[src/rtl/via_pkg.sv]
// via_pkg: constants and carrier types of the vectored interrupt arbiter
package via_pkg;

   // ************************************************************
   // vectors, levels and reset values
   // ************************************************************
   localparam logic [15:0] VIA_VEC_NMI      = 16'h0004;  // non-maskable watchdog vector
   localparam logic [15:0] VIA_VEC_STEP     = 16'h0002;  // two bytes per table entry
   localparam logic [3:0]  VIA_LVL_WDT      = 4'h0;      // watchdog as interval timer
   localparam logic [3:0]  VIA_LVL_PIN0     = 4'h1;      // first external pin
   localparam logic [3:0]  VIA_LVL_RX       = 4'h5;      // serial receive complete
   localparam logic [3:0]  VIA_LVL_TX       = 4'h6;      // serial transmit complete
   localparam logic [3:0]  VIA_LVL_WATCH    = 4'h7;      // watch timer
   localparam logic [3:0]  VIA_LVL_WATCHIV  = 4'h8;      // watch interval timer
   localparam logic [3:0]  VIA_LVL_TMR8A    = 4'h9;      // first 8-bit timer match
   localparam logic [3:0]  VIA_LVL_TMR8B    = 4'hA;      // second 8-bit timer match
   localparam logic [3:0]  VIA_LVL_TMR8C    = 4'hB;      // third 8-bit timer match
   localparam logic [3:0]  VIA_LVL_TMR16    = 4'hC;      // 16-bit timer match
   localparam logic [3:0]  VIA_LVL_BUS      = 4'hD;      // serial bus controller transfer
   localparam logic [3:0]  VIA_LVL_BUSTO    = 4'hE;      // serial bus controller timeout
   localparam logic [3:0]  VIA_LVL_ADC      = 4'hF;      // conversion complete, lowest
   localparam logic [15:0] VIA_FLAG_RESET   = 16'h0000;  // request flags after reset
   localparam logic [15:0] VIA_MASK_RESET   = 16'hFFFF;  // all sources masked after reset
   localparam logic [15:0] VIA_BUS_SRC_BITS = 16'h6000;  // levels 13 and 14

   // ************************************************************
   // edge selector encodings
   // ************************************************************
   localparam logic [1:0]  VIA_EDGE_FALL    = 2'h0;      // falling edge
   localparam logic [1:0]  VIA_EDGE_RISE    = 2'h1;      // rising edge
   localparam logic [1:0]  VIA_EDGE_BOTH    = 2'h3;      // both edges, 2'h2 not allowed

   // ************************************************************
   // carrier types
   // ************************************************************
   // one-cycle event pulses from the internal peripherals
   typedef struct packed {
      logic watchdog_overflow_irq;     // watchdog overflow
      logic serial_rx_done_irq;        // asynchronous receive complete
      logic sync_serial_rx_done_irq;   // three-wire receive complete
      logic serial_tx_done_irq;        // asynchronous transmit complete
      logic watch_timer_irq;           // watch timer
      logic watch_interval_irq;        // watch interval timer
      logic timer8_a_match_irq;        // first 8-bit timer match
      logic timer8_b_match_irq;        // second 8-bit timer match
      logic timer8_c_match_irq;        // third 8-bit timer match
      logic timer16_match_irq;         // 16-bit timer match
      logic bus_ctrl_irq;              // serial bus controller transfer
      logic bus_timeout_irq;           // serial bus controller timeout
      logic adc_done_irq;              // conversion complete
   } via_events_t;

   // request presented to the cpu core
   typedef struct packed {
      logic        req;                // a request is presented
      logic        isNmi;              // presented request is the non-maskable one
      logic [3:0]  level;              // priority level of a maskable request
      logic [15:0] vector;             // vector table address
   } via_present_t;

   // whole state of the arbiter
   typedef struct packed {
      logic [3:0]   pinSync1;          // first synchroniser stage
      logic [3:0]   pinSync2;          // second synchroniser stage
      logic [3:0]   pinPrev;           // previous synchronised level
      logic [15:0]  flags;             // maskable request flags by level
      logic         nmiFlag;           // non-maskable request flag
      logic [15:0]  mask;              // mask bits, 1 disables
      logic         standbyRelease;    // wake request to the core
      via_present_t present;           // presented request
   } via_state_t;

endpackage

[src/rtl/via_vectored_interrupt_arbiter.sv]
// via_vectored_interrupt_arbiter: fixed-priority interrupt arbiter and vector generator
// Function
// RL1 - Non-maskable request always accepted, ranked highest
// RL2 - Watchdog overflow in mode 1 vectors 0004H
// RL3 - Any request raises standby release; code raises it only for the non-maskable or an unmasked maskable request
// RL4 - Maskable requests masked, fixed priority among them
// RL5 - Levels 0 highest through 15 lowest
// RL6 - Interval-mode watchdog is maskable level 0
// RL7 - Four pin edges, levels 1-4, vectors 0006H-000CH
// RL8 - Both serial receive events share level 5
// RL9 - Serial transmit complete at level 6
// RL10 - First two 8-bit timers at levels 9, 10
// RL11 - Third 8-bit timer 11, 16-bit timer 12
// RL12 - Conversion complete lowest, level 15, 0022H
// RL13 - Bus controller variant adds two internal sources
// RL14 - Bus transfer level 13, timeout level 14
// RL15 - Flags set by source or software, cleared
// RL16 - Mask 0 enables, 1 disables, reset ones
// RL17 - Edge select falling, rising, both; 10 none
// RL18 - Global enable gates all maskable requests
// RL19 - Present only best unmasked pending maskable request
`timescale 1ns/1ps

module via_vectored_interrupt_arbiter
   import via_pkg::*;
#(
   parameter bit HAS_BUS_CTRL = 1'b1                // variant with serial bus controller
) (
   input  wire logic         mclk,                  // cpu clock, 25 MHz
   input  wire logic         rst,                   // asynchronous reset, active high
   input  wire via_events_t  events,                // internal event pulses
   input  wire logic [3:0]   extPins,               // external interrupt pins, asynchronous
   input  wire logic [7:0]   edgeSel,               // two bits per pin, pin 0 lowest
   input  wire logic         wdtMode1,              // watchdog in mode 1, else interval timer
   input  wire logic         global_irq_enable,     // core's global maskable enable
   input  wire logic         mask_bank_a_wr,        // write pulse for mask levels 0-7
   input  wire logic         mask_bank_b_wr,        // write pulse for mask levels 8-15
   input  wire logic [7:0]   maskWrData,            // data for mask bank write
   input  wire logic [15:0]  flagSetSw,             // software set pulses per level
   input  wire logic [15:0]  flagClrSw,             // software clear pulses per level
   input  wire logic         nmiClrSw,              // software clear of non-maskable flag
   input  wire logic         irqAck,                // core acknowledges presented request
   output via_present_t      irqPresent,            // presented request and its vector
   output logic              standbyRelease,        // wake a halted or stopped core
   output logic [15:0]       reqFlags,              // request flag readback
   output logic              nmiPending,            // non-maskable flag readback
   output logic [15:0]       maskFlags              // mask readback
);

   // ************************************************************
   // helper functions
   // ************************************************************

   // index of the lowest set bit, which is the highest priority
   function automatic logic [3:0] pickLevel(input logic [15:0] req);
      logic [3:0] lvl;
      lvl = 4'hF;
      for (int i = 15; i >= 0; i--) begin
         if (req[i]) begin
            lvl = 4'(i);
         end
      end
      return lvl;
   endfunction

   // vector of a maskable level; level 0 shares the watchdog entry
   function automatic logic [15:0] levelVector(input logic [3:0] lvl);
      logic [15:0] vec;
      vec = VIA_VEC_NMI + 16'(lvl) * VIA_VEC_STEP;   // see RL7, RL12, RL14
      return vec;
   endfunction

   // edge detection for one pin under its two-bit selector
   function automatic logic pinEdge(input logic prev, input logic cur, input logic [1:0] sel);
      logic hit;
      hit = 1'b0;
      case (sel)
         VIA_EDGE_FALL: hit = prev & ~cur;           // see RL17
         VIA_EDGE_RISE: hit = ~prev & cur;           // see RL17
         VIA_EDGE_BOTH: hit = prev ^ cur;            // see RL17
         default:       hit = 1'b0;                  // prohibited value detects nothing
      endcase
      return hit;
   endfunction

   // ************************************************************
   // state
   // ************************************************************
   via_state_t state_q;
   via_state_t state_d;

   logic [15:0] srcHit;       // hardware set pulses by level
   logic        nmiHit;       // hardware set of the non-maskable flag
   logic [15:0] ackClr;       // clear from acknowledgement by level
   logic        ackNmi;       // acknowledgement of the non-maskable request
   logic [15:0] avail;        // levels implemented in this variant
   logic [15:0] flagsNew;     // request flags after this cycle
   logic [15:0] maskNew;      // mask after this cycle
   logic        nmiNew;       // non-maskable flag after this cycle
   logic [15:0] eligible;     // pending and unmasked
   logic [3:0]  winLevel;     // winning maskable level

   // ************************************************************
   // next state
   // ************************************************************
   always_comb begin
      state_d = state_q;

      // pins pass two flip-flops before the edge detector looks at them
      state_d.pinSync1 = extPins;
      state_d.pinSync2 = state_q.pinSync1;
      state_d.pinPrev  = state_q.pinSync2;

      // levels 13 and 14 exist only with the serial bus controller
      avail = HAS_BUS_CTRL ? 16'hFFFF : ~VIA_BUS_SRC_BITS;   // see RL13

      // map source events onto levels
      srcHit = 16'h0000;
      srcHit[VIA_LVL_WDT]     = events.watchdog_overflow_irq & ~wdtMode1;   // see RL6
      for (int p = 0; p < 4; p++) begin
         srcHit[VIA_LVL_PIN0 + 4'(p)] = pinEdge(state_q.pinPrev[p], state_q.pinSync2[p],
                                                edgeSel[2*p +: 2]);          // see RL7
      end
      srcHit[VIA_LVL_RX]      = events.serial_rx_done_irq
                              | events.sync_serial_rx_done_irq;            // see RL8
      srcHit[VIA_LVL_TX]      = events.serial_tx_done_irq;                 // see RL9
      srcHit[VIA_LVL_WATCH]   = events.watch_timer_irq;
      srcHit[VIA_LVL_WATCHIV] = events.watch_interval_irq;
      srcHit[VIA_LVL_TMR8A]   = events.timer8_a_match_irq;                 // see RL10
      srcHit[VIA_LVL_TMR8B]   = events.timer8_b_match_irq;                 // see RL10
      srcHit[VIA_LVL_TMR8C]   = events.timer8_c_match_irq;                 // see RL11
      srcHit[VIA_LVL_TMR16]   = events.timer16_match_irq;                  // see RL11
      srcHit[VIA_LVL_BUS]     = events.bus_ctrl_irq;                       // see RL14
      srcHit[VIA_LVL_BUSTO]   = events.bus_timeout_irq;                    // see RL14
      srcHit[VIA_LVL_ADC]     = events.adc_done_irq;                       // see RL12
      nmiHit = events.watchdog_overflow_irq & wdtMode1;                    // see RL2

      // acknowledgement clears the source that is being presented
      ackNmi = irqAck & state_q.present.req & state_q.present.isNmi;
      ackClr = 16'h0000;
      if (irqAck && state_q.present.req && !state_q.present.isNmi) begin
         ackClr[state_q.present.level] = 1'b1;                             // see RL15
      end

      // set wins over any clear arriving in the same cycle
      flagsNew = ((state_q.flags & ~flagClrSw & ~ackClr) | srcHit | flagSetSw) & avail; // see RL15
      nmiNew   = (state_q.nmiFlag & ~nmiClrSw & ~ackNmi) | nmiHit;                      // see RL1
      state_d.flags   = flagsNew;
      state_d.nmiFlag = nmiNew;

      // mask bank writes; absent levels stay masked
      maskNew = state_q.mask;
      if (mask_bank_a_wr) begin
         maskNew[7:0] = maskWrData;                                        // see RL16
      end
      if (mask_bank_b_wr) begin
         maskNew[15:8] = maskWrData;                                       // see RL16
      end
      maskNew = maskNew | ~avail;
      state_d.mask = maskNew;

      // mask 0 lets a pending flag through; lowest level wins
      eligible = flagsNew & ~maskNew;                                      // see RL4, RL16
      winLevel = pickLevel(eligible);                                      // see RL5

      // wake on any request the core could take, regardless of global enable
      state_d.standbyRelease = nmiNew | (|eligible);                       // see RL3

      // non-maskable first, bypassing arbitration and the global enable
      if (nmiNew) begin
         state_d.present.req    = 1'b1;                                    // see RL1
         state_d.present.isNmi  = 1'b1;
         state_d.present.level  = 4'h0;
         state_d.present.vector = VIA_VEC_NMI;                             // see RL2
      end else if (global_irq_enable && (|eligible)) begin
         state_d.present.req    = 1'b1;                                    // see RL18, RL19
         state_d.present.isNmi  = 1'b0;
         state_d.present.level  = winLevel;                                // see RL19
         state_d.present.vector = levelVector(winLevel);
      end else begin
         state_d.present.req    = 1'b0;                                    // see RL18
         state_d.present.isNmi  = 1'b0;
         state_d.present.level  = 4'h0;
         state_d.present.vector = 16'h0000;
      end
   end

   // ************************************************************
   // registers
   // ************************************************************
   always_ff @(posedge mclk or posedge rst) begin
      if (rst) begin
         state_q.pinSync1       <= 4'h0;
         state_q.pinSync2       <= 4'h0;
         state_q.pinPrev        <= 4'h0;
         state_q.flags          <= VIA_FLAG_RESET;                         // see RL15
         state_q.nmiFlag        <= 1'b0;
         state_q.mask           <= VIA_MASK_RESET;                         // see RL16
         state_q.standbyRelease <= 1'b0;
         state_q.present        <= '0;
      end else begin
         state_q <= state_d;
      end
   end

   // ************************************************************
   // outputs, all straight from state flip-flops
   // ************************************************************
   assign irqPresent     = state_q.present;
   assign standbyRelease = state_q.standbyRelease;
   assign reqFlags       = state_q.flags;
   assign nmiPending     = state_q.nmiFlag;
   assign maskFlags      = state_q.mask;

endmodule

[config.mk]
export PLATFORM = sky130hd
export DESIGN_NAME = via_vectored_interrupt_arbiter
export DESIGN_NICKNAME = d
export VERILOG_FILES = /design/src/rtl/via_pkg.sv /design/src/rtl/via_vectored_interrupt_arbiter.sv
export SDC_FILE = /design/constraint.sdc
export NUM_CORES = 1
export LEC_CHECK = 0
export ABC_AREA = 1
export ABC_CLOCK_PERIOD_IN_PS = 2600
export BUFFER_PORTS_ARGS = -buffer_cell sky130_fd_sc_hd__buf_2
export CELL_PAD_IN_SITES_DETAIL_PLACEMENT = 2
export CELL_PAD_IN_SITES_GLOBAL_PLACEMENT = 2
export CORE_ASPECT_RATIO = 0.6
export CORE_UTILIZATION = 28
export CTS_CLUSTER_SIZE = 40
export DETAILED_ROUTE_END_ITERATION = 16
export PLACE_DENSITY = 0.78
export REMOVE_ABC_BUFFERS = 1
export SYNTH_ARGS = -nofsm -noshare
export SYNTH_HDL_FRONTEND = slang
export SYNTH_SLANG_ARGS = --single-unit
[constraint.sdc]
create_clock -name mclk -period 2.6 [get_ports mclk]
set_clock_uncertainty 0.15 [all_clocks]
set_input_delay 0.13 -clock mclk [delete_from_list [all_inputs] [get_ports mclk]]
set_output_delay 0.13 -clock mclk [all_outputs]
set_load 0.02 [all_outputs]
==> run summary <==
The worst hold path passes through 4 cells. The ratio of routed vias to standard cells is roughly 4.4. The fraction of synthesis flops using an asynchronous set or reset pin is 1.000. The DRC violation count after routing came out at 0.

The startpoint identified for the worst hold timing path is flagClrSw[9]. In this run the deepest clock path goes through 2 buffers. The routed wire length came out at approximately 11,000 um. The maximum number of pins on one net before global-route repair came out at 34.

The horizontal die dimension is between 100 and 150 um. STA classifies the critical path startpoint as a primary input. For this run the aggregate overflow at the end of global routing stands at 0. The number of port buffers came out at about 120. The wire length on met1 came out at about 5200 um.

IR analysis of the VDD net gives a maximum drop of approximately 0.27 mV. Synthesis handed over a netlist of between 300 and 400 instances. The total leakage power is approximately 2.2 nW. The H-tree generated during clock tree synthesis spans 2 levels. The number of fill cells is ~1,300. The worst endpoint data arrival time came out at roughly 2.5 ns.

The number of library cell types mapped by synthesis is 28. For hold timing, the worst endpoint is reqFlags[9]. The net count of the finished layout came out at roughly 580. The initial core utilization is 0.2972. The overall routing resource usage came out at 0.1890. The clock insertion delay at the later pin of the skew report is approximately 0.31 ns. The number of clock sinks came out at 55.

The count of cells along the worst register-to-register path is 15. The worst slack after detailed placement came out at -0.02955 ns. The first TritonRoute pass finished after 4 iterations. In this run the count of I/O pins placed on the die edge is 129. Compared with the post-synthesis result, the final layout area differs by 33.49%.

The number of placement rows is 29. The total core area came out at ~11,000 sq um. The number of maximum-capacitance constraint violations is 0. The critical path data required time came out at between 2 and 3 ns. After legalization and detailed placement, the total HPWL measured approximately 8500 um.

The transition time at the pin with the least slew margin came out at 0.8873 ns. The fraction of layout instances using a drive strength above 1 came out at 0.4326. The global placer's final weighted congestion came out at 0.7594.

STA classifies the critical path endpoint as a flop. The smallest clock period supported by the final layout is computed as between 2 and 2.5 ns. The proportion of synthesized chip area in sequential cells came out at 0.4316. The library cell with the largest summed area after synthesis is sky130_fd_sc_hd__dfrtp_1. The highest net fanout along the worst path came out at 3. The number of global-route vias before repair is approximately 3,200.

Each instance of the synthesized netlist takes up on average 8.840 sq um. The first global-routing pass estimated ~17,000 um of wire. The routed length on met3 came out at between 600 and 700 um. The share of synthesized area in the top cell type comes to 0.3016.

In this run the power density over the cells is approximately 520 nW/um^2. The endpoint identified for the worst register-to-register timing path is irqPresent[4]. The buffer type at the clock tree root is sky130_fd_sc_hd__clkbuf_16. The total count of hold-check failures in the final report came out at 0. In this run the critical register-to-register path is launched from irqPresent[21]. The floorplan step set the die height to roughly 85 um. The uppermost layer routed is met4.

The mapped cell area is about 3200 sq um. The total die area came out at 12,000 sq um. The detail route stage leaves a number of antenna-violating nets equal to 0. The number of clock buffers inserted by TritonCTS is 5. In the finished design, the share of the clock period the worst path needs comes to 0.9532. In this run the worst hold path is classified as in2reg. During synthesis, Yosys emitted a total of 0 warnings. The top flip-flop cell by instance count after synthesis is sky130_fd_sc_hd__dfrtp_1. The setup slack after layout is around 0.12 ns. The worst pin sits at a relative slew slack of 0.4085. The setup TNS is 0 ns. The run finished with clean final reports. The commonest cells after synthesis are sky130_fd_sc_hd__nand2_1, sky130_fd_sc_hd__inv_1, sky130_fd_sc_hd__buf_4.

The final-report max-slew violation count is 0. Counting flops and latches in the post-synthesis netlist gives 55. The setup slack of the worst register-to-register path is about 0.12 ns. The met2 wire length came out at 5211 um. The number of synthesized flops with an enable pin is 0.

The overall power of the completed layout is ~2.2 mW. The final antenna diode count came out at 0. The type of the worst setup path is in2reg. Summing over every cut layer, the via total after detailed routing is around 2,800. The DRC marker count from the first detailed-route iteration is 63.

Ranked by total cell area, the synthesized netlist is headed by sky130_fd_sc_hd__dfrtp_1, sky130_fd_sc_hd__dfstp_2, sky130_fd_sc_hd__buf_4, sky130_fd_sc_hd__nand2_1, sky130_fd_sc_hd__inv_1. The total of endpoints with negative setup slack in the final report came out at 0. The initial antenna violation count is 0. The detailed-route wire length per cell is roughly 18 um.

Yosys instantiated no cell more often than sky130_fd_sc_hd__nand2_1. The maximum achievable frequency came out at approximately 400 MHz. TritonCTS built the clock tree.

Clock-pin slew was measured on the worst setup and hold paths at 0.08 ns.
==> flip-flops by register name (all words and copies together) (netlist names) <==
register / count
irqPresent: 9
nmiPending: 1
state_d: 8
standbyRelease: 1
state_q: 4
maskFlags: 16
reqFlags: 16
==> cell families (layout without fill, tap and decap cells) <==
group | after synthesis | count (layout) | synth area share
adder cells (fa/ha/maj) | 9 | 9 | 0.03480
flip-flops | 55 | 55 | 0.4316
AND/OR/NAND/NOR | 127 | 127 | 0.1961
other | 1 | 11 | 0.001159
XOR/XNOR | 1 | 1 | 0.002707
AO/OA/AOI/OAI | 55 | 55 | 0.1338
buffers and inverters | 118 | 239 | 0.1999
==> timing repair <==
action,CTS,global route
hold buffers,43,1
resized for setup,1,16
setup buffers,0,8
pin swaps,0,12
endpoints found under the setup margin,1,2
endpoints found under the hold margin,41,1
==> power by group <==
| group | switching, mW | internal (mW) | leakage [nW] |
|---|---|---|---|
| registers | 0.0391 | 0.927 | 0.601 |
| logic | 0.340 | 0.214 | 1.57 |
| clock network | 0.334 | 0.386 | 0.0731 |
| total | 0.713 | 1.53 | 2.24 |
==> routing by layer <==
metal / up-vias / track usage
met3: 7 / 0.04515
met5: - / 0
met4: 0 / 0.03854
li1: 1332 / -
met2: 97 / 0.3175
met1: 1369 / 0.2484
==> cells in the final DEF (no fill, tap or decap), types with 16 or more instances in the layout <==
| cell | instances |
|---|---|
| sky130_fd_sc_hd__dfstp_2 | 16 |
| sky130_fd_sc_hd__nor2_1 | 22 |
| sky130_fd_sc_hd__dlygate4sd3_1 | 42 |
| sky130_fd_sc_hd__buf_2 | 117 |
| sky130_fd_sc_hd__o21ai_0 | 20 |
| sky130_fd_sc_hd__dfrtp_1 | 37 |
| sky130_fd_sc_hd__nand2_1 | 61 |
| sky130_fd_sc_hd__nand2_2 | 17 |
| sky130_fd_sc_hd__o211ai_2 | 18 |
| sky130_fd_sc_hd__inv_1 | 60 |
==> through the flow <==
step                cell area, sq um  hold slack, ns  cells  utilization
floorplan                       2855         0.01143    319            -
global placement                3637         0.08871    578       0.3341
detailed placement              3637         0.09335    578       0.3341
CTS                             4228        0.008116    629       0.3884
global route                    4319         0.01937    636       0.3968
finish                          4319        0.006799    636       0.3968
==> critical path: stages <==
cell and delay, ns:
sky130_fd_sc_hd__dlygate4sd3_1 0.55, sky130_fd_sc_hd__buf_2 0.12, sky130_fd_sc_hd__a21oi_1 0.11, sky130_fd_sc_hd__dlygate4sd3_1 0.58, sky130_fd_sc_hd__nand2_2 0.08, sky130_fd_sc_hd__o211ai_2 0.09
sky130_fd_sc_hd__nand2_2 0.12, sky130_fd_sc_hd__nor2_4 0.15, sky130_fd_sc_hd__nand2_1 0.10, sky130_fd_sc_hd__inv_1 0.07, sky130_fd_sc_hd__ha_1 0.16, sky130_fd_sc_hd__xor2_1 0.20
sky130_fd_sc_hd__nor2_2 0.06
==> final cells by class <==
class                   instances  area, sq um  area share
repair buffers                170         1089      0.2520
clock inverters                 2        16.27    0.003766
clock buffers                   6        138.9     0.03216
well taps                     139        173.9     0.04027
inverters                      61        229.0     0.05301
flip-flops and latches         55         1399      0.3239
multi-input cells             203         1274      0.2949
==> worst max-delay path by stage <==
stage	startpoint	slack [ns]	to
detailed placement	state_q[59]	-0.03	irqPresent[4]
floorplan	nmiPending	0.24	irqPresent[4]
global route	state_q[57]	-0.04	irqPresent[4]
global placement	state_d[59]	0.17	irqPresent[4]
finish	flagSetSw[0]	0.12	irqPresent[4]
CTS	irqPresent[16]	0.01	irqPresent[4]
No activity file was read; power rests on OpenSTA's default activity.
